**src/hdl/gate_trigger_pkg.sv**
```systemverilog
// Constants shared by the gated sampling trigger engine and its helpers.
// Assumes every user sits on the single sample-domain clock.
package gate_trigger_pkg;

  // ---------------------------------------------------------------
  // Register numbers, taken as plain addresses on the register port
  // ---------------------------------------------------------------
  localparam int REG_ADDR_W = 16;
  localparam logic [REG_ADDR_W-1:0] ADDR_SOURCE_OR_MASK = 16'h9DDA;
  localparam logic [REG_ADDR_W-1:0] ADDR_CHANNEL_OR_MASK = 16'h9E0C;
  localparam logic [REG_ADDR_W-1:0] ADDR_EXT_MODE = 16'h9E3E;
  localparam logic [REG_ADDR_W-1:0] ADDR_CH0_MODE = 16'h9EA2;
  localparam logic [REG_ADDR_W-1:0] ADDR_CH0_LEVEL = 16'hA4D8;
  localparam logic [REG_ADDR_W-1:0] ADDR_EXT_PULSEWIDTH = 16'hACB2;
  localparam logic [31:0] REG_RESET = 32'h0000_0000;

  // ---------------------------------------------------------------
  // Mask bits
  // ---------------------------------------------------------------
  localparam int EXTERNAL_INPUT_ENABLE_POS = 1;
  localparam int EXTRA_INPUT_ZERO_ENABLE_POS = 8;
  localparam int EXTRA_INPUT_ONE_ENABLE_POS = 9;
  localparam int CHANNEL_ZERO_ENABLE_POS = 0;

  // ---------------------------------------------------------------
  // Mode encodings
  // ---------------------------------------------------------------
  localparam logic [31:0] EXT_MODE_NEG_DOUBLE_EDGE = 32'h0800_0002;
  localparam logic [31:0] EXT_MODE_LONG_HIGH = 32'h0400_0001;
  localparam logic [31:0] EXT_MODE_LONG_LOW = 32'h0400_0002;
  localparam logic [31:0] CH_MODE_RISING_EDGE = 32'h0000_0001;
  localparam logic [31:0] CH_MODE_HIGH_LEVEL = 32'h0000_0008;

  // ---------------------------------------------------------------
  // Pulsewidth limits, in sample periods
  // ---------------------------------------------------------------
  localparam int PW_W = 16;
  localparam logic [PW_W-1:0] PW_MIN = 16'h0002;
  localparam logic [PW_W-1:0] PW_MAX = 16'hFFFF;
  localparam logic [PW_W-1:0] PW_FIRST = 16'h0001;

  typedef enum logic [1:0] {
    EXT_WAIT = 2'b00,
    EXT_MEASURE = 2'b01,
    EXT_OPEN = 2'b10
  } ext_state_e;

endpackage : gate_trigger_pkg

```
**src/hdl/chan_cmp_if.sv**
```systemverilog
// Carrier for the per-sample comparison results of one analog channel.
// Assumes producer and consumer share one clock.
`timescale 1ns/10ps
interface chan_cmp_if;
  logic tick;
  logic above;
  logic rise;
  logic fall;
  modport src (output tick, output above, output rise, output fall);
  modport dst (input tick, input above, input rise, input fall);
endinterface : chan_cmp_if

```
**src/hdl/chan_compare.sv**
```systemverilog
// Level comparator and crossing detector for one analog channel.
// Assumes samples arrive in the clock domain with a sample strobe.
`timescale 1ns/10ps
module chan_compare
  import gate_trigger_pkg::*;
#(
  parameter int SAMPLE_W = 8
) (
  input wire logic i_clock,
  input wire logic i_rst_n,
  input wire logic i_run,
  input wire logic i_sample_en,
  input wire logic signed [SAMPLE_W-1:0] i_sample,
  input wire logic signed [SAMPLE_W-1:0] i_level,
  chan_cmp_if.src cmp
);

  typedef struct packed {
    logic seen;
    logic tick;
    logic above;
    logic rise;
    logic fall;
  } cmp_state_s;

  cmp_state_s state_q;
  cmp_state_s state_d;
  logic now_above;

  always_comb begin
    now_above = (i_sample >= i_level);
    state_d = state_q;
    state_d.tick = 1'b0;
    state_d.rise = 1'b0;
    state_d.fall = 1'b0;
    if (!i_run) begin
      state_d.seen = 1'b0;
    end else if (i_sample_en) begin
      state_d.tick = 1'b1;
      state_d.above = now_above;
      state_d.seen = 1'b1;
      // Without a sample taken since start no crossing can be claimed.
      state_d.rise = state_q.seen && !state_q.above && now_above;
      state_d.fall = state_q.seen && state_q.above && !now_above;
    end
  end

  always_ff @(posedge i_clock) begin
    if (!i_rst_n) begin
      state_q <= '0;
    end else begin
      state_q <= state_d;
    end
  end

  assign cmp.tick = state_q.tick;
  assign cmp.above = state_q.above;
  assign cmp.rise = state_q.rise;
  assign cmp.fall = state_q.fall;

endmodule : chan_compare

```
**src/hdl/gated_sampling_trigger.sv**
```systemverilog
// Gated sampling trigger engine: register set, external TTL gate modes
// and channel 0 gate modes, merged into one acquisition gate.
// Assumes the register port, run level and samples share i_clock; the
// TTL inputs are asynchronous pins.
//
// Contract
// - Double-edge: first falling edge opens gate.
// - Double-edge: second falling edge closes gate.
// - Low level at start opens nothing.
// - Mode 08000002h means negative double-edge gate.
// - External input needs mask bit 2h.
// - Mask bits 100h, 200h for fitted extra inputs.
// - Long-HIGH mode 4000001h needs long high.
// - First qualifying pulse after start opens gate.
// - Long-HIGH: next falling edge closes gate.
// - Long-LOW mode 4000002h needs long low.
// - Long-LOW: next rising edge closes gate.
// - Pulsewidth threshold 2 to 65535 samples.
// - Channel 0 needs channel mask bit 1h.
// - Every channel sample compared with level.
// - Rising mode 1h: upward crossing opens.
// - Rising mode: downward crossing closes gate.
// - Already-high signal at start opens nothing.
// - HIGH mode 8h: open while at level.
// - HIGH mode: sample below level closes.
// - HIGH mode: high at start opens immediately.
`timescale 1ns/10ps
module gated_sampling_trigger
  import gate_trigger_pkg::*;
#(
  parameter int SAMPLE_W = 8,
  parameter bit EXTRA_IO_FITTED = 1'b0
) (
  input wire logic i_clock,
  input wire logic i_rst_n,
  input wire logic i_reg_wr,
  input wire logic i_reg_rd,
  input wire logic [REG_ADDR_W-1:0] i_reg_addr,
  input wire logic [31:0] i_reg_wdata,
  output logic [31:0] o_reg_rdata,
  input wire logic i_run,
  input wire logic i_ext_ttl,
  input wire logic i_extra_ttl_zero,
  input wire logic i_extra_ttl_one,
  input wire logic i_sample_en,
  input wire logic signed [SAMPLE_W-1:0] i_sample,
  output logic o_gate
);

  // ---------------------------------------------------------------
  // State
  // ---------------------------------------------------------------
  // Registers, sync stages and gate state in one record.
  typedef struct packed {
    logic [31:0] source_mask;
    logic [31:0] channel_mask;
    logic [31:0] ext_mode;
    logic [31:0] ch_mode;
    logic [31:0] ch_level;
    logic [31:0] pulsewidth;
    logic [31:0] rdata;
    logic [2:0] sync_a;
    logic [2:0] sync_b;
    logic ttl_prev;
    logic ttl_seen;
    ext_state_e ext_state;
    logic ch_gate;
    logic gate;
  } top_state_s;

  top_state_s state_q;
  top_state_s state_d;

  // Channel 0 results travel as one bundle.
  chan_cmp_if cmp ();

  // Handshake with the pulsewidth counter.
  logic pw_restart;
  logic pw_count;
  logic pw_reached;
  logic [PW_W-1:0] pw_threshold;

  // ---------------------------------------------------------------
  // Helpers
  // ---------------------------------------------------------------
  function automatic logic mask_bit(input logic [31:0] mask, input int pos);
    mask_bit = mask[pos];
  endfunction : mask_bit

  function automatic logic is_pw_mode(input logic [31:0] mode);
    is_pw_mode = (mode == EXT_MODE_LONG_HIGH) || (mode == EXT_MODE_LONG_LOW);
  endfunction : is_pw_mode

  // Extra inputs count only where their hardware is fitted.
  function automatic logic source_enabled(input logic [31:0] mask);
    source_enabled = mask_bit(mask, EXTERNAL_INPUT_ENABLE_POS)
      || (EXTRA_IO_FITTED && mask_bit(mask, EXTRA_INPUT_ZERO_ENABLE_POS))
      || (EXTRA_IO_FITTED && mask_bit(mask, EXTRA_INPUT_ONE_ENABLE_POS));
  endfunction : source_enabled

  // ---------------------------------------------------------------
  // Channel comparator
  // ---------------------------------------------------------------
  // Only the low level bits meet the signed compare.
  chan_compare #(
    .SAMPLE_W(SAMPLE_W)
  ) u_chan_compare (
    .i_clock(i_clock),
    .i_rst_n(i_rst_n),
    .i_run(i_run),
    .i_sample_en(i_sample_en),
    .i_sample(i_sample),
    .i_level(state_q.ch_level[SAMPLE_W-1:0]),
    .cmp(cmp.src)
  );

  // ---------------------------------------------------------------
  // Pulsewidth counter
  // ---------------------------------------------------------------
  // Values below the legal floor are lifted to it rather than refused,
  // so a careless host still gets a defined filter.
  assign pw_threshold = (state_q.pulsewidth[PW_W-1:0] < PW_MIN) ?
                        PW_MIN : state_q.pulsewidth[PW_W-1:0];

  pw_counter u_pw_counter (
    .i_clock(i_clock),
    .i_rst_n(i_rst_n),
    .i_restart(pw_restart),
    .i_count(pw_count),
    .i_threshold(pw_threshold),
    .o_reached(pw_reached)
  );

  // ---------------------------------------------------------------
  // Next state
  // ---------------------------------------------------------------
  // Next-state terms, rebuilt every cycle.
  logic [2:0] ttl_sync;
  logic ttl_line;
  logic ttl_active;
  logic prev_active;
  logic ext_edge;
  logic ext_rise;
  logic ext_fall;
  logic ext_take;
  logic ext_gate;
  logic ch_enable;
  logic mode_write;

  always_comb begin
    state_d = state_q;
    pw_restart = 1'b0;
    pw_count = 1'b0;

    // ----------------
    // Pin synchronisers
    // ----------------
    // Two flip-flops on every pin before anything looks at it.
    // Unfitted pins are synced too; the path stays uniform.
    state_d.sync_a = {i_extra_ttl_one, i_extra_ttl_zero, i_ext_ttl};
    state_d.sync_b = state_q.sync_a;
    ttl_sync = state_q.sync_b;

    // Disabled or unfitted inputs do not take part in the OR.
    ttl_line = (ttl_sync[0] && mask_bit(state_q.source_mask, EXTERNAL_INPUT_ENABLE_POS))
      || (EXTRA_IO_FITTED && ttl_sync[1]
          && mask_bit(state_q.source_mask, EXTRA_INPUT_ZERO_ENABLE_POS))
      || (EXTRA_IO_FITTED && ttl_sync[2]
          && mask_bit(state_q.source_mask, EXTRA_INPUT_ONE_ENABLE_POS));

    // ----------------
    // Register port
    // ----------------
    // Register writes.
    // A mode write restarts the external machine.
    mode_write = 1'b0;
    if (i_reg_wr) begin
      case (i_reg_addr)
        ADDR_SOURCE_OR_MASK: state_d.source_mask = i_reg_wdata;
        ADDR_CHANNEL_OR_MASK: state_d.channel_mask = i_reg_wdata;
        ADDR_EXT_MODE: begin
          state_d.ext_mode = i_reg_wdata;
          mode_write = 1'b1;
        end
        ADDR_CH0_MODE: state_d.ch_mode = i_reg_wdata;
        ADDR_CH0_LEVEL: state_d.ch_level = i_reg_wdata;
        ADDR_EXT_PULSEWIDTH: state_d.pulsewidth = i_reg_wdata;
        default: ;
      endcase
    end

    // A read beside a write returns the old value.
    // Register reads, answered one cycle later; unmapped reads give zero.
    if (i_reg_rd) begin
      case (i_reg_addr)
        ADDR_SOURCE_OR_MASK: state_d.rdata = state_q.source_mask;
        ADDR_CHANNEL_OR_MASK: state_d.rdata = state_q.channel_mask;
        ADDR_EXT_MODE: state_d.rdata = state_q.ext_mode;
        ADDR_CH0_MODE: state_d.rdata = state_q.ch_mode;
        ADDR_CH0_LEVEL: state_d.rdata = state_q.ch_level;
        ADDR_EXT_PULSEWIDTH: state_d.rdata = state_q.pulsewidth;
        default: state_d.rdata = REG_RESET;
      endcase
    end

    // ----------------
    // External edges
    // ----------------
    // External edges, against the previous sample taken since start.
    // Long-LOW inverts the sense; one detector serves both.
    ttl_active = (state_q.ext_mode == EXT_MODE_LONG_HIGH) ? ttl_line : !ttl_line;
    prev_active = (state_q.ext_mode == EXT_MODE_LONG_HIGH) ?
                  state_q.ttl_prev : !state_q.ttl_prev;
    ext_take = i_run && i_sample_en;
    ext_edge = ext_take && state_q.ttl_seen && ttl_active && !prev_active;
    ext_rise = ext_take && state_q.ttl_seen && ttl_line && !state_q.ttl_prev;
    ext_fall = ext_take && state_q.ttl_seen && !ttl_line && state_q.ttl_prev;

    // A stop forgets the last sample, so no edge spans two runs.
    if (!i_run) begin
      state_d.ttl_seen = 1'b0;
    end else if (i_sample_en) begin
      state_d.ttl_prev = ttl_line;
      state_d.ttl_seen = 1'b1;
    end

    // ----------------
    // External gate machine
    // ----------------
    // A new mode inherits no half-measured pulse or open gate.
    if (!i_run || mode_write) begin
      state_d.ext_state = EXT_WAIT;
    end else begin
      case (state_q.ext_state)
        EXT_WAIT: begin
          // Double edge opens on a fall; pulse modes measure first.
          if (state_q.ext_mode == EXT_MODE_NEG_DOUBLE_EDGE) begin
            if (ext_fall) begin
              state_d.ext_state = EXT_OPEN;
            end
          end else if (is_pw_mode(state_q.ext_mode) && ext_edge) begin
            pw_restart = 1'b1;
            state_d.ext_state = EXT_MEASURE;
          end
        end
        EXT_MEASURE: begin
          if (!is_pw_mode(state_q.ext_mode)) begin
            state_d.ext_state = EXT_WAIT;
          end else if (ext_take) begin
            if (!ttl_active) begin
              // Too short: back to waiting for the next qualifying edge.
              state_d.ext_state = EXT_WAIT;
            end else if (pw_reached) begin
              // The edge sample counted as one, so only a pulse
              // longer than the threshold gets here.
              state_d.ext_state = EXT_OPEN;
            end else begin
              pw_count = 1'b1;
            end
          end
        end
        EXT_OPEN: begin
          case (state_q.ext_mode)
            EXT_MODE_NEG_DOUBLE_EDGE: begin
              if (ext_fall) begin
                state_d.ext_state = EXT_WAIT;
              end
            end
            EXT_MODE_LONG_HIGH: begin
              if (ext_fall) begin
                state_d.ext_state = EXT_WAIT;
              end
            end
            EXT_MODE_LONG_LOW: begin
              if (ext_rise) begin
                state_d.ext_state = EXT_WAIT;
              end
            end
            default: state_d.ext_state = EXT_WAIT;
          endcase
        end
        default: state_d.ext_state = EXT_WAIT;
      endcase
    end

    // The machine runs on the OR of enabled inputs.
    ext_gate = (state_q.ext_state == EXT_OPEN)
               && source_enabled(state_q.source_mask);

    // ----------------
    // Channel 0 gate
    // ----------------
    // An unknown mode keeps the gate shut.
    ch_enable = mask_bit(state_q.channel_mask, CHANNEL_ZERO_ENABLE_POS);
    if (!i_run || !ch_enable) begin
      state_d.ch_gate = 1'b0;
    end else begin
      // Edge mode holds its gate between crossings.
      case (state_q.ch_mode)
        CH_MODE_RISING_EDGE: begin
          if (cmp.rise) begin
            state_d.ch_gate = 1'b1;
          end else if (cmp.fall) begin
            state_d.ch_gate = 1'b0;
          end
        end
        CH_MODE_HIGH_LEVEL: begin
          if (cmp.tick) begin
            // The first sample after start already counts as a level.
            state_d.ch_gate = cmp.above;
          end
        end
        default: state_d.ch_gate = 1'b0;
      endcase
    end

    // ----------------
    // Merged gate
    // ----------------
    // A stop closes the gate one cycle later.
    state_d.gate = i_run && (ext_gate || state_q.ch_gate);
  end

  // ---------------------------------------------------------------
  // Registers
  // ---------------------------------------------------------------
  // Reset clears the whole set: registers read zero,
  // and the gate starts closed.
  always_ff @(posedge i_clock) begin
    if (!i_rst_n) begin
      state_q <= '0;
      state_q.ext_state <= EXT_WAIT;
    end else begin
      state_q <= state_d;
    end
  end

  // Both outputs come straight from flip-flops.
  assign o_reg_rdata = state_q.rdata;
  assign o_gate = state_q.gate;

endmodule : gated_sampling_trigger

```
**src/hdl/pw_counter.sv**
```systemverilog
// Pulsewidth counter counting sample periods of an active phase.
// Assumes restart and count arrive as same-clock qualified strobes.
`timescale 1ns/10ps
module pw_counter
  import gate_trigger_pkg::*;
(
  input wire logic i_clock,
  input wire logic i_rst_n,
  input wire logic i_restart,
  input wire logic i_count,
  input wire logic [PW_W-1:0] i_threshold,
  output logic o_reached
);

  typedef struct packed {
    logic [PW_W-1:0] cnt;
  } pw_state_s;

  pw_state_s state_q;
  pw_state_s state_d;

  always_comb begin
    state_d = state_q;
    if (i_restart) begin
      state_d.cnt = PW_FIRST;
    end else if (i_count && state_q.cnt != PW_MAX) begin
      state_d.cnt = state_q.cnt + PW_FIRST;
    end
  end

  always_ff @(posedge i_clock) begin
    if (!i_rst_n) begin
      state_q <= '0;
    end else begin
      state_q <= state_d;
    end
  end

  assign o_reached = (state_q.cnt >= i_threshold);

endmodule : pw_counter

```
**config.mk**
```make
export PLATFORM = sky130hd
export DESIGN_NAME = gated_sampling_trigger
export DESIGN_NICKNAME = d
export VERILOG_FILES = /design/src/hdl/gate_trigger_pkg.sv /design/src/hdl/chan_cmp_if.sv /design/src/hdl/chan_compare.sv /design/src/hdl/gated_sampling_trigger.sv /design/src/hdl/pw_counter.sv
export SDC_FILE = /design/constraint.sdc
export NUM_CORES = 1
export LEC_CHECK = 0
export BUFFER_PORTS_ARGS = -buffer_cell sky130_fd_sc_hd__buf_2
export CORE_AREA = 2 2 162 164
export DETAILED_ROUTE_END_ITERATION = 7
export DIE_AREA = 0 0 164 166
export GPL_TIMING_DRIVEN = 1
export PLACE_DENSITY = 0.61
export SLEW_MARGIN = 15
export SYNTH_ARGS = -nofsm -noshare
export SYNTH_HDL_FRONTEND = slang
export SYNTH_SLANG_ARGS = --single-unit
```
**constraint.sdc**
```tcl
create_clock -name i_clock -period 3.79 [get_ports i_clock]
set_input_delay 0.758 -clock i_clock [delete_from_list [all_inputs] [get_ports i_clock]]
set_output_delay 0.758 -clock i_clock [all_outputs]
set_load 0.02 [all_outputs]
```
# After elaboration in Yosys (flattened, before gate mapping)
# Cells that the tools add are included.
word_totals:
  reg_bits: 252
  in_bits: 65
  word_cells: 126
op_classes:
  add_sub_neg: 1
  order_cmp: 3
  eq_ne: 22
  n_mux: 34
  bitwise_logic: 1
  reduce_logical: 45
op_table:
  columns: ["operator", "n"]
  rows:
  - ["$pmux W32 S6", 1]
  - ["$eq A16 B16 Y1 const B", 6]
  - ["$eq A32 B27 Y1 const B", 2]
  - ["$eq A32 B1 Y1 const B", 1]
  - ["$eq A32 B28 Y1 const B", 1]
  - ["$eq A32 B4 Y1 const B", 1]
  - ["$mux W1", 19]
  - ["$mux W2", 9]
  - ["$reduce_and A2 Y1", 9]
  - ["$logic_and A1 B1 Y1", 17]
  - ["$add A16 B1 Y16 const B", 1]
  - ["$ge A16 B16 Y1", 1]
  - ["$lt A16 B2 Y1 const B", 1]
  - ["$mux W16", 1]
  - ["$ne A16 B16 Y1 const B", 1]
  - ["$ne A3 B3 Y1 const B", 5]
  - ["$ge A8 B8 Y1", 1]
  - ["$reduce_or A2 Y1", 4]
  - ["$logic_not A1 Y1", 7]
  - ["$pmux W2 S3", 1]
  - ["$reduce_and A6 Y1", 1]
  - ["$logic_or A1 B1 Y1", 4]
  - ["$mux W4", 1]
  - ["$ne A4 B4 Y1 const B", 1]
  - ["10 further kinds", 10]

# Depth between registers and ports, before layout
# Gate-level depths: netlist (run 1).
logic_depth:
  depth_word: 12
  ltp_mapped: 11

# Hierarchy
# Synthesis (run 1) repeated with hierarchy kept, for this count alone.
hier_totals:
  cells_unflattened: 1416
  area_unflattened_um2: 11717.5
modules_own_cells:
  columns: ["mod", "n_inst", "cells_per_inst", "area_per_inst_um2", "seq_area_each_um2"]
  rows:
  - ["gated_sampling_trigger", 1, 1233, 10154.7, 4644.5]
  - ["pw_counter", 1, 140, 1181.1, 320.3]
  - ["chan_compare", 1, 43, 381.6, 100.1]

# Worst setup path after synthesis (run 1)
# OpenSTA, ideal clock, no wires.
synth_timing:
  path_type: "reg-to-reg"
  start: "register state_q[53] in the netlist's numbering"
  end: "register u_pw_counter.state_q[7] in the netlist's numbering"
  setup_ns: 0.070
  arrival_ns: 2.924
  setup_slack_ns: 0.795
  path_stages_with_launch: 11
  n_path_buf: 1
  synth_period_minus_slack_ns: 2.995
  path_cell_list: "dfxtp_1 > nor4_1 > a41oi_1 > ha_1 > nand2b_1 > a2111o_1 > a32oi_1 > nand4_1 > buf_2 > or4_1 > a21oi_1"
synth_between:
  elab_chain_cells: 10
synth_lines:
  columns: ["item", "line_no", "source"]
  rows:
  - ["start: declaration", "gated_sampling_trigger.sv:71", "top_state_s state_q;"]
  - ["start signal: assignment", "gated_sampling_trigger.sv:334", "state_q <= state_d;"]
  - ["$lt A16 B2 Y1", "gated_sampling_trigger.sv:122", "assign pw_threshold = (state_q.pulsewidth[PW_W-1:0] < PW_MIN) ?"]
  - ["$mux W16 (*)", "gated_sampling_trigger.sv:122", null]
  - ["$ge A16 B16 Y1 (*)", "pw_counter.sv:39", "assign o_reached = (state_q.cnt >= i_threshold);"]
  - ["$mux W1 (*)", "gated_sampling_trigger.sv:253", "end else if (pw_reached) begin"]
  - ["$mux W1 (*)", "gated_sampling_trigger.sv:250", "if (!ttl_active) begin"]
  - ["$mux W1 (*)", "gated_sampling_trigger.sv:249", "end else if (ext_take) begin"]
  - ["$mux W1 (*)", "gated_sampling_trigger.sv:247", "if (!is_pw_mode(state_q.ext_mode)) begin"]
  - ["$mux W1 (*)", "gated_sampling_trigger.sv:234", "case (state_q.ext_state)"]
  - ["$mux W1 (*)", "gated_sampling_trigger.sv:231", "if (!i_run || mode_write) begin"]
  - ["$logic_and A1 B1 Y1 (*)", "pw_counter.sv:26", "end else if (i_count && state_q.cnt != PW_MAX) begin"]
  - ["end signal: assignment", "pw_counter.sv:35", "state_q <= state_d;"]
  - ["end: declaration", "pw_counter.sv:19", "pw_state_s state_q;"]
# Every way passes the cells marked *; elsewhere a longest branch is shown, timed or not.
# A chain may end at the register's enable or synchronous reset.

# Worst setup path in the final report (run 1)
# Same ends and word-level chain as after synthesis.

==> results.md, run 1 <==
- CORE AREA: 25600 µm²
- CTS Hold Bufs: 0
- GRT Total Usage: 25.5%
- Postcts setup bufs: 0
- Biggest register: state_q
- Seq cells post-synth: 252
- CTS Sinks: 252
- Skew-Pair Late Insertion Delay: 0.55 ns
- WS Path Type: reg2reg
- Routed len/inst: 19.6 µm
- RSZ-0062 raised after global routing: no
- Minimum clock period: 3.42 ns
- Post-synth EDFFs: 0
- DP Worst Slack: 0.349 ns
- I/O Pins: 98
- CP endpoint kind: flip-flop
- Vias in the first global route: 9683
- Syn Inst Count: 1418
- Post-synthesis sequential area ratio: 44.9%
- Worst-Margin Slew: 1.02 ns
- Drt via density: 5.74
- Slew margin rel.: 32.0%
- Maximum vdd drop: 0.291 mV
- First-pass GRT wire length: 55.0 mm
- Final hold violation count: 0
- Leakage: 4.34 nW
- Die ar.: 27200 µm²
- Worst Path Required: 4.26 ns
- Post-DP HPWL: 22.3 mm
- Clk buf depth: 3
- Share of cells above drive strength 1: 12.9%
- # DRC: 0
- Max-slew violation count: 0
- CP cell instances: nor4_1, a41oi_1, ha_1, nand2b_1, a2111o_1, a32oi_1, nand4_1, buf_4, or4_1, a21oi_1
- Largest net degree at the start of global routing: 187
- Routability Congestion: 0.828
- CTS H-tree lvls: 1
- Slowest stage delay, CP: 0.53 ns
- # resized after CTS: 0
- Status: complete, no violations
- Setup TNS: 0 ns
- Final wirelength: 35.3 mm
- Fin crit share: 90.3%
- Total of max-cap violations: 0
- Clock power share: 49.3%
- Synth Warn #: 0
- Pre-antenna DRT Iters: 5
- DR iter-0 viols: 895
- Routed via count: 10400
- Final WS setup: 0.368 ns
- Ys async rst share: 0%
- Die Y: 166 µm
- Setup crit start kind: flip-flop
- Synthesized area: 11200 µm²
- Layout area overhead: 14.1%
- Initial antenna violation count: 1
- Clock buffer count from CTS: 28
- Slowest cell on crit path: nor4_1
- Antenna-violating nets left: 0
- Worst Path Max Fanout: 23
- Final core utilization: 50.1%
- Min-Delay Path Class: in2reg
- Input/output buffers: 95
- NetSw: 1.28 mW
- Core Rows: 59
- Nets: 1538
- Dominant synthesized flop cell: dfxtp_1
- Logic pwr share: 3.9%
- Max Freq: 292 MHz
- Number of flip-flops under the largest register name: 195
- Synth cell types: 60
- N_diodes: 0
- Syn Area/Cell: 7.93 µm²
- Worst path arrival time: 3.89 ns
- Worst clock skew: 0.00784 ns
- Grt ovf: 0
- PwrDens: 446 nW/µm²
- TritonCTS clock tree: yes
- Syn nets: 1508
- Clk pin slew, worst setup/hold paths: 0.06 ns
- Initial Util: 43.9%
- Endpoints failing setup: 0
- Internal power: 4.44 mW
- Switching part of the total: 22.4%
- Power share of the sequential group: 46.8%
- CTS Root Cell: clkbuf_16
- Die W: 164 µm
[metal layers]
layer / global-route usage (%) / wire length (µm) / vias up
met5: 0 / 16 / -
met4: 5.91 / 707 / 2
met3: 3.32 / 2460 / 45
met2: 43.4 / 17000 / 343
met1: 34.3 / 15100 / 4920
li1: - / - / 5040
[Yosys cell counts (2+ instances only)]
cell type	n	area, µm²
nor2b_1	6	37.5
nor3_1	7	35.0
a31o_1	2	17.5
a21o_1	3	22.5
nor3b_2	2	25.0
nand4bb_1	2	22.5
a221oi_1	31	272
a41oi_1	3	26.3
or4_1	14	105
and3_1	6	37.5
dfxtp_1	252	5040
and2_1	13	81.3
o211ai_1	2	15.0
nor4_1	21	131
nand3_1	11	55.1
a22o_1	30	263
a22oi_1	36	270
o31ai_1	14	105
nor4b_1	2	17.5
inv_1	30	113
clkbuf_1	84	315
buf_4	32	240
ha_1	25	313
nand4b_1	3	26.3
o21ai_1	3	15.0
o21ai_0	42	210
and4b_1	2	20.0
buf_2	14	70.1
nor4_2	2	25.0
a21oi_1	215	1080
and4_1	3	26.3
nand2b_1	9	56.3
nor2_1	11	41.3
nand4_1	15	93.8
nand2_1	412	1550
nor4b_2	3	45.0
nand3b_1	3	22.5
a31oi_1	31	194
[through the flow]
| stage | total power [mW] | hold WS [ns] | cell area, µm² | std cells |
|---|---|---|---|---|
| 2_1_floorplan | 2.86 | 0.412 | 11200 | 1418 |
| 3_5_place_dp | 2.96 | 0.431 | 11900 | 1753 |
| 6_report | 5.72 | 0.427 | 12800 | 1803 |
| 5_1_grt | 5.89 | 0.427 | 12800 | 1803 |
| 3_3_place_gp | 2.96 | 0.429 | 11900 | 1753 |
| 4_1_cts | 5.75 | 0.422 | 12800 | 1803 |
[final cells by class]
class | count | area [µm²]
clock buffer | 38 | 820
clock inverter | 12 | 141
fill | 2508 | 12800
inverter | 31 | 121
multi-input combinational | 1004 | 5480
sequential | 252 | 5040
tap | 335 | 419
timing repair buffer | 131 | 796
[power by group through the flow]
stage	Combinational, mW	Clock [mW]	Sequential [mW]
floorplan	0.128	0	2.73
global placement	0.219	0	2.74
detailed placement	0.222	0	2.74
CTS	0.222	2.85	2.68
global route	0.241	2.97	2.68
finish	0.223	2.82	2.68
[critical path, delay by kind of cell (launching register included)]
family          cells  cell delay (ns)
simple gates        4             1.32
compound gates      4             1.15
flops               1             0.35
fa+ha+maj           1             0.30
buf+inv             1             0.23
[cells in the final DEF (no fill, tap or decap), types with 25 or more instances in the layout]
cell type	synthesis	final
o21ai_0	42	42
ha_1	25	25
a22oi_1	36	36
buf_2	14	95
buf_4	32	32
a21oi_1	215	215
clkbuf_16	0	29
nand2_1	412	412
dfxtp_1	252	252
a31oi_1	31	31
a22o_1	30	30
inv_1	30	30
a221oi_1	31	31
[final timing paths]
check	from	endpoint	slack (ns)	depth (start not counted)
min	i_ext_ttl	state_d[6]$_SDFF_PN0_	0.43	2
min reg2reg	state_q[107]$_SDFFE_PN0P_	state_q[107]$_SDFFE_PN0P_	0.45	2
max reg2reg	state_q[53]$_SDFFE_PN0P_	u_pw_counter.state_q[7]$_SDFFE_PP0P_	0.37	10
max	state_q[53]$_SDFFE_PN0P_	u_pw_counter.state_q[7]$_SDFFE_PP0P_	0.37	10
[cells by family after synthesis]
kind of cell | count (synthesis) | share of synthesized area (%)
compound gates | 422 | 22.9
xor+xnor | 1 | 0.0779
fa+ha+maj | 25 | 2.78
buf+inv | 162 | 6.64
flops | 252 | 44.9
mux | 1 | 0.0891
simple gates | 555 | 22.6
No activity file was read; power rests on OpenSTA's default activity.
==> inputs of run 2 (changes only) <==
Settings changed: CORE_AREA 2 2 162 164 to 2 2 165 167, DIE_AREA 0 0 164 166 to 0 0 167 169, SYNTH_HIERARCHICAL from default to 1.
Clock period 3.79 ns to 3.7 ns, I/O delays scaled along.
==> run 2 against run 1 <==
Combinational power is 20% higher. Die area is 3.7% higher. Clock skew is 0.018 ns higher. Power is 1.4% lower. First-iteration DRC count is 27% higher. Wire length is 1.7% lower. Area after synthesis is 4.3% higher. Utilization is 0.43 points lower. Global-route usage is 1.3 points lower. Critical endpoint is now u_pw_counter/state_q[10]$_SDFFE_PP0P_. Largest cell class unchanged.
==> results.md, run 2 <==
- Post-synth EDFFs: 0 (unchanged)
- CTS H-tree lvls: 1 (unchanged)
- Max-slew violation count: 0 (unchanged)
- Post-synth top area cell: dfxtp_1
- CORE AREA: 26500 µm² (+3.5%)
- Final wirelength: 34.7 mm (-1.7%)
- Worst path arrival time: 3.90 ns (about the same)
- Share of cells above drive strength 1: 13.6% (+0.76 points)
- Number of flip-flops under the largest register name: 196 (+0.51%)
- Seq cells post-synth: 253 (+0.40%)
- Drt via density: 5.72 (-0.34%)
- First-pass GRT wire length: 55.0 mm (unchanged)
- Total of max-cap violations: 0 (unchanged)
- Reg2Reg Depth: 16 (+6)
- Clk buf depth: 3 (unchanged)
- Input/output buffers: 95 (unchanged)
- Syn Inst Count: 1416 (-0.14%)
- Biggest register: state_q
- Switching part of the total: 23.0% (+0.63 points)
- CP endpoint kind: flip-flop
- Setup TNS: 0 ns (unchanged)
- Worst Path Max Fanout: 4 (-83%)
- WS Path Type: reg2reg
- Dominant synthesized flop cell: dfxtp_1
- Final hold violation count: 0 (unchanged)
- Initial antenna violation count: 1 (unchanged)
- Slew margin rel.: 27.8% (-4.1 points)
- DR iter-0 viols: 1135 (+27%)
- Nets: 1529 (-0.59%)
- Syn Area/Cell: 8.28 µm² (+4.4%)
- Post-synthesis sequential area ratio: 43.2% (-1.7 points)
- Tot Pwr: 5.64 mW (-1.4%)
- Logic pwr share: 4.7% (+0.8 points)
- Die W: 167 µm (+1.8%)
- Synth cell types: 67 (+12%)
- Synth top area cells: dfxtp_1, nand2_1, a21boi_1
- Hold Crit Depth: 2 (unchanged)
- TritonCTS clock tree: yes
- CTS Sinks: 253 (+0.40%)
- Synthesized area: 11700 µm² (+4.3%)
- Largest net degree at the start of global routing: 158 (-16%)
- PwrDens: 429 nW/µm² (-3.8%)
- Vias in the first global route: 9811 (+1.3%)
- RSZ-0062 raised after global routing: no
- Die Y: 169 µm (+1.8%)
- CTS Root Cell: clkbuf_16
- Fin crit share: 93.0% (+2.8 points)
- Die ar.: 28200 µm² (+3.7%)
- CTS Hold Bufs: 0 (unchanged)
- # fillers: 2544 (+1.4%)
- Synth top area share: 43.2% (-1.7 points)
- Setup crit start kind: flip-flop
- Routed via count: 10300 (-0.45%)
- Design Area, Final: 13200 µm² (+2.6%)
- Initial Util: 44.2% (+0.34 points)
- Core Rows: 60 (+1.7%)
- Met2 WL: 16.2 mm (-4.5%)
- Grt ovf: 0 (unchanged)
- Postcts setup bufs: 0 (unchanged)
- # DRC: 0 (unchanged)
- Skew-Pair Late Insertion Delay: 0.56 ns (about the same)
- Clk pin slew, worst setup/hold paths: 0.06 ns (about the same)
- CP cell instances: nor3_2, nand4_1, and2_1, ha_1, nand2b_1, a21oi_1, o21ai_0, nand3_1, nand3_2, nor2b_1, and4_2, nand4_1, nor2_1, o21ai_0, or3_1, a21oi_1
- Area post-placement: 12300 µm² (+3.4%)
- Synth Warn #: 6 (+6)
- Worst clock skew: 0.0261 ns (+0.0183 ns)
- Ys async rst share: 0% (unchanged)
- Dominant cell by count in the synthesized netlist: nand2_1
- Pre-antenna DRT Iters: 5 (unchanged)
- Internal power: 4.35 mW (-2.2%)
- Maximum vdd drop: 0.366 mV (+26%)
- Most frequent cells in the layout: nand2_1, dfxtp_1, a21boi_1
- Clock power share: 46.4% (-2.9 points)
- Slowest cell on crit path: or3_1
- Worst Path Required: 4.15 ns (-0.11 ns)
- Min-Delay Path Class: in2reg
- Status: complete, no violations
- Met3 routed WL: 2.19 mm (-11%)
- Layout area overhead: 12.2%
- NetSw: 1.30 mW (+1.4%)
- GRT Total Usage: 24.1% (-1.3 points)
- Leakage: 4.58 nW (+5.4%)
- Commonest non-fill, non-tap cell in the layout: nand2_1
- Antenna-violating nets left: 0 (unchanged)
- Minimum clock period: 3.44 ns (+0.0207 ns)
- Max Freq: 290 MHz (-0.60%)
- Power share of the sequential group: 48.9% (+2.1 points)
- M1 WL: 15.5 mm (+2.3%)
- Slowest stage delay, CP: 0.35 ns (-0.18 ns)
- Routability Congestion: 0.806 (-2.7%)
- Worst-Margin Slew: 1.08 ns (+0.0609 ns)
- I/O Pins: 98 (unchanged)
- Clock buffer count from CTS: 28 (unchanged)
- Routed len/inst: 19.3 µm (-1.6%)
- Top routing layer in use: met5
- Endpoints failing setup: 0 (unchanged)
- Post-DP HPWL: 22.6 mm (+1.4%)
- # resized after CTS: 0 (unchanged)
- Syn nets: 1506 (-0.13%)
- Commonest cells post-synth: nand2_1, dfxtp_1, a21boi_1
-- run 2: cell types whose count changed after synthesis, moves of 11 or more --
cell / previous run / this run
a21oi_1: 215 / 14
a21boi_1: 0 / 100
a21boi_0: 1 / 92
a22oi_1: 36 / 0
a222oi_1: 0 / 32
nand3_1: 11 / 43
a22o_1: 30 / 0
o31ai_1: 14 / 0
or4_1: 14 / 2
nor2_1: 11 / 22
-- run 2: worst max-delay path, delay by kind of cell (launching register included) --
family	cells	cell delay [ns]
AOI/OAI and AO/OA	4	0.53
adders and majority gates	1	0.25
DFF	1	0.34
and+or+nand+nor	11	2.23
-- run 2: metrics by stage --
step / hold WS (ns) / utilization [%] / setup WS [ns] / cells
CTS: 0.386 / 49.5 / 0.118 / 1800
finish: 0.392 / 49.6 / 0.257 / 1801
floorplan: 0.412 / - / 0.720 / 1416
detailed placement: 0.420 / 46.3 / 0.133 / 1750
global placement: 0.420 / 46.3 / 0.154 / 1750
global route: 0.405 / 49.6 / 0.0368 / 1800
-- run 2: kinds of logic after synthesis --
kind of cell / synth area share, %
compound gates: 23.4
fa+ha+maj: 2.67
xor+xnor: 0.822
simple gates: 22.8
mux: 0.0854
flops: 43.2
buf+inv: 6.98
-- run 2: area by class of cell --
type	count	area [µm²]	share of cell area, %
inverter	30	113	0.856
sequential	253	5060	38.5
antenna	1	2.50	0.0190
timing repair buffer	134	796	6.05
tap	341	427	3.24
clock buffer	46	818	6.22
multi-input combinational	992	5900	44.8
clock inverter	4	35.0	0.266
-- run 2: power groups by stage --
| stage | sequential (mW) | combinational (mW) | clock (mW) |
|---|---|---|---|
| after floorplan | 2.81 | 0.164 | 0 |
| after global placement | 2.82 | 0.265 | 0 |
| after detailed placement | 2.82 | 0.268 | 0 |
| after CTS | 2.76 | 0.268 | 2.64 |
| after global routing | 2.76 | 0.291 | 2.76 |
| final | 2.76 | 0.268 | 2.62 |
-- run 2: final timing paths --
check	slack [ns]	to	start
max	0.26	u_pw_counter/state_q[10]$_SDFFE_PP0P_	state_q[56]$_SDFFE_PN0P_
min	0.39	state_d[6]$_SDFF_PN0_	i_ext_ttl
max reg2reg	0.26	u_pw_counter/state_q[10]$_SDFFE_PP0P_	state_q[56]$_SDFFE_PN0P_
min reg2reg	0.43	ttl_sync[0]$_SDFF_PN0_	state_d[6]$_SDFF_PN0_
-- run 2: layer usage --
metal / up-vias / GRT usage, %
met5: - / 0
met1: 4930 / 32.9
met4: 2 / 6.33
met3: 62 / 4.09
li1: 4974 / -
met2: 335 / 39.8
==> inputs of run 3 (changes only) <==
Clock period 3.7 ns to 4.3 ns, I/O delays scaled along.
==> run 3 against run 2 <==
Combinational power down 14%. Worst setup slack better by 0.17 ns. Final cell count down 0.39%. Register-to-register slack better by 0.17 ns. Hold slack better by 0.040 ns. Sequential power down 14%. Utilization up 0.26 points. Power down 9.3%. Via count down 0.72%. Sequential share of layout area down 0.20 points.
==> results.md, run 3 (synthesized netlist as in run 2, its figures left out) <==
- Layout Cells excl Fill: 1794 (-0.39%)
- Input/output buffers: 95 (unchanged)
- Number of flip-flops under the largest register name: 196 (unchanged)
- Status: complete, no violations
- Final wirelength: 34.5 mm (-0.66%)
- Commonest non-fill, non-tap cell in the layout: nand2_1
- Clk pin slew, worst setup/hold paths: 0.06 ns (about the same)
- Slew margin rel.: 52.7% (+25 points)
- Total of max-cap violations: 0 (unchanged)
- Die Y: 169 µm (unchanged)
- Largest net degree at the start of global routing: 109 (-31%)
- Slowest cell on crit path: and4_1
- Routed via count: 10200 (-0.72%)
- Biggest register: state_q
- WS Path Type: reg2reg
- Share of cells above drive strength 1: 13.6% (-0.081 points)
- Worst R2R Setup Slack: 0.43 ns (+0.17 ns)
- First-pass GRT wire length: 53.9 mm (-2.1%)
- Design Area, Final: 13200 µm² (+0.53%)
- CTS H-tree lvls: 1 (unchanged)
- Worst r2r src: state_q[52]$_SDFFE_PN0P_
- Slowest stage delay, CP: 0.45 ns (+0.10 ns)
- # fillers: 2506 (-1.5%)
- CTS Root Cell: clkbuf_16
- CTS Sinks: 253 (unchanged)
- I/O Pins: 98 (unchanged)
- Die ar.: 28200 µm² (unchanged)
- Minimum clock period: 3.87 ns (+0.428 ns)
- Worst Path Buf+Inv: 0 (unchanged)
- Leakage: 4.60 nW (+0.56%)
- Multi-input gate area: 5870 µm² (-0.45%)
- Max-slew violation count: 0 (unchanged)
- Pre-antenna DRT Iters: 8 (+3)
- Min-Delay Path Class: reg2reg
- Skew-Pair Late Insertion Delay: 0.54 ns (-0.02 ns)
- CORE AREA: 26500 µm² (unchanged)
- Switching part of the total: 21.7% (-1.3 points)
- Placed instance count: 1745 (-0.29%)
- Logic pwr share: 4.5% (-0.2 points)
- Clock power share: 49.1% (+2.7 points)
- Final core utilization: 49.9% (+0.26 points)
- Max Freq: 258 MHz (-11%)
- Routed len/inst: 19.2 µm (-0.27%)
- Final hold violation count: 0 (unchanged)
- Fin crit share: 90.0% (-3.0 points)
- # resized after CTS: 0 (unchanged)
- CP endpoint kind: flip-flop
- Initial antenna violation count: 1 (unchanged)
- Clock buffer count from CTS: 28 (unchanged)
- TritonCTS clock tree: yes
- Most frequent cells in the layout: nand2_1, dfxtp_1, a21boi_1
- CTS Hold Bufs: 0 (unchanged)
- Vias in the first global route: 9538 (-2.8%)
- Largest delay contributor family on the critical path: simple AND/OR/NAND/NOR gates
- Maximum vdd drop: 0.540 mV (+48%)
- Nets: 1524 (-0.33%)
- Reg2Reg Depth: 16 (unchanged)
- Postcts setup bufs: 0 (unchanged)
- Hold Crit Depth: 1 (-1)
- Setup TNS: 0 ns (unchanged)
- Drt via density: 5.70 (-0.33%)
- Power share of the sequential group: 46.4% (-2.5 points)
- Internal power: 4.01 mW (-7.8%)
- NetSw: 1.11 mW (-14%)
- Worst Path Required: 4.70 ns (+0.55 ns)
- Area post-placement: 12200 µm² (-0.20%)
- Worst hold start: state_d[6]$_SDFF_PN0_
- Worst-Margin Slew: 0.710 ns (-0.372 ns)
- Post-DP HPWL: 22.6 mm (-0.15%)
- Clk buf depth: 3 (unchanged)
- Grt ovf: 0 (unchanged)
- Layout area overhead: 12.8%
- Routability Congestion: 0.803 (-0.31%)
- # DRC: 0 (unchanged)
- Setup crit start kind: flip-flop
- Die W: 167 µm (unchanged)
- FF/Latch Area: 5060 µm² (unchanged)
- Endpoints failing setup: 0 (unchanged)
- Hold worst-path end: ttl_sync[0]$_SDFF_PN0_
- GRT Total Usage: 23.8% (-0.36 points)
- Worst path arrival time: 4.27 ns (+0.37 ns)
- Antenna-violating nets left: 0 (unchanged)
- Worst Path Max Fanout: 5 (+1)
- Initial Util: 44.2% (unchanged)
- Core Rows: 60 (unchanged)
- Worst clock skew: 0.00777 ns (-0.0183 ns)
- N_diodes: 0 (-1)
- Top cell by count, worst path: nand4_1
- CP cell instances: nor4_1, nand4_1, and2_1, ha_1, nand2b_1, a21oi_1, o21ai_0, nand3_1, nand3_1, nor2b_1, and4_1, nand4_1, nor3_1, nand4_1, xor2_1, nor2_1
- RSZ-0062 raised after global routing: no
- DR iter-0 viols: 962 (-15%)
- PwrDens: 387 nW/µm² (-9.8%)
- RR Endpoint: u_pw_counter/state_q[13]$_SDFFE_PP0P_
[run 3: changes by cell type in the layout (fill, tap and decap cells not counted), moves of 3 or more]
cell	previous run	this run
buf_4	38	32
bufinv_16	0	3
clkbuf_1	13	5
clkbuf_8	5	9
[run 3: stage by stage]
stage	hold WS [ns]	worst slack [ns]	total power, mW
after floorplan	0.412	1.32	2.56
after global placement	0.421	0.564	2.65
after detailed placement	0.417	0.468	2.65
after CTS	0.431	0.456	5.15
after global routing	0.455	0.185	5.27
final	0.432	0.429	5.12
[run 3: power by group through the flow]
| stage | Combinational (mW) | Sequential (mW) | Clock [mW] |
|---|---|---|---|
| floorplan | 0.141 | 2.42 | 0 |
| global placement | 0.229 | 2.42 | 0 |
| detailed placement | 0.229 | 2.42 | 0 |
| CTS | 0.229 | 2.37 | 2.55 |
| global route | 0.250 | 2.37 | 2.65 |
| finish | 0.230 | 2.37 | 2.51 |
[run 3: area by class of cell]
class | instances | area share [%]
multi-input cells | 992 | 44.4
flip-flops and latches | 253 | 38.3
clock buffers | 43 | 6.57
repair buffers | 129 | 5.83
well taps | 341 | 3.23
inverters | 30 | 0.852
clock inverters | 6 | 0.823
[run 3: worst max path at each step]
stage                                        start                                     to  slack (ns)  cells past startpoint
final                     state_q[52]$_SDFFE_PN0P_  u_pw_counter/state_q[13]$_SDFFE_PP0P_        0.43                     16
after global routing      state_q[52]$_SDFFE_PN0P_  u_pw_counter/state_q[13]$_SDFFE_PP0P_        0.18                     16
after CTS                 state_q[52]$_SDFFE_PN0P_  u_pw_counter/state_q[13]$_SDFFE_PP0P_        0.46                     16
after detailed placement  state_q[52]$_SDFFE_PN0P_  u_pw_counter/state_q[13]$_SDFFE_PP0P_        0.47                     16
after global placement    state_q[52]$_SDFFE_PN0P_  u_pw_counter/state_q[13]$_SDFFE_PP0P_        0.56                     16
after floorplan           state_q[48]$_SDFFE_PN0P_                state_q[3]$_SDFFE_PP0P_        1.32                     14
[run 3: worst reg2reg max path, stage by stage (launching register included)]
cell and delay, ns:
dfxtp_1 0.36, nor4_1 0.38, nand4_1 0.16, and2_1 0.18
ha_1 0.26, nand2b_1 0.15, a21oi_1 0.13, o21ai_0 0.10
nand3_1 0.09, nand3_1 0.24, nor2b_1 0.17, and4_1 0.45
nand4_1 0.25, nor3_1 0.42, nand4_1 0.18, xor2_1 0.17
nor2_1 0.05
[run 3: routing by layer]
layer	global-route usage, %	vias up	routed length, µm
met3	3.39	49	2040
met4	6.11	2	680
met1	32.8	4880	15800
li1	-	4960	-
met2	39.3	338	16000
met5	0	-	10
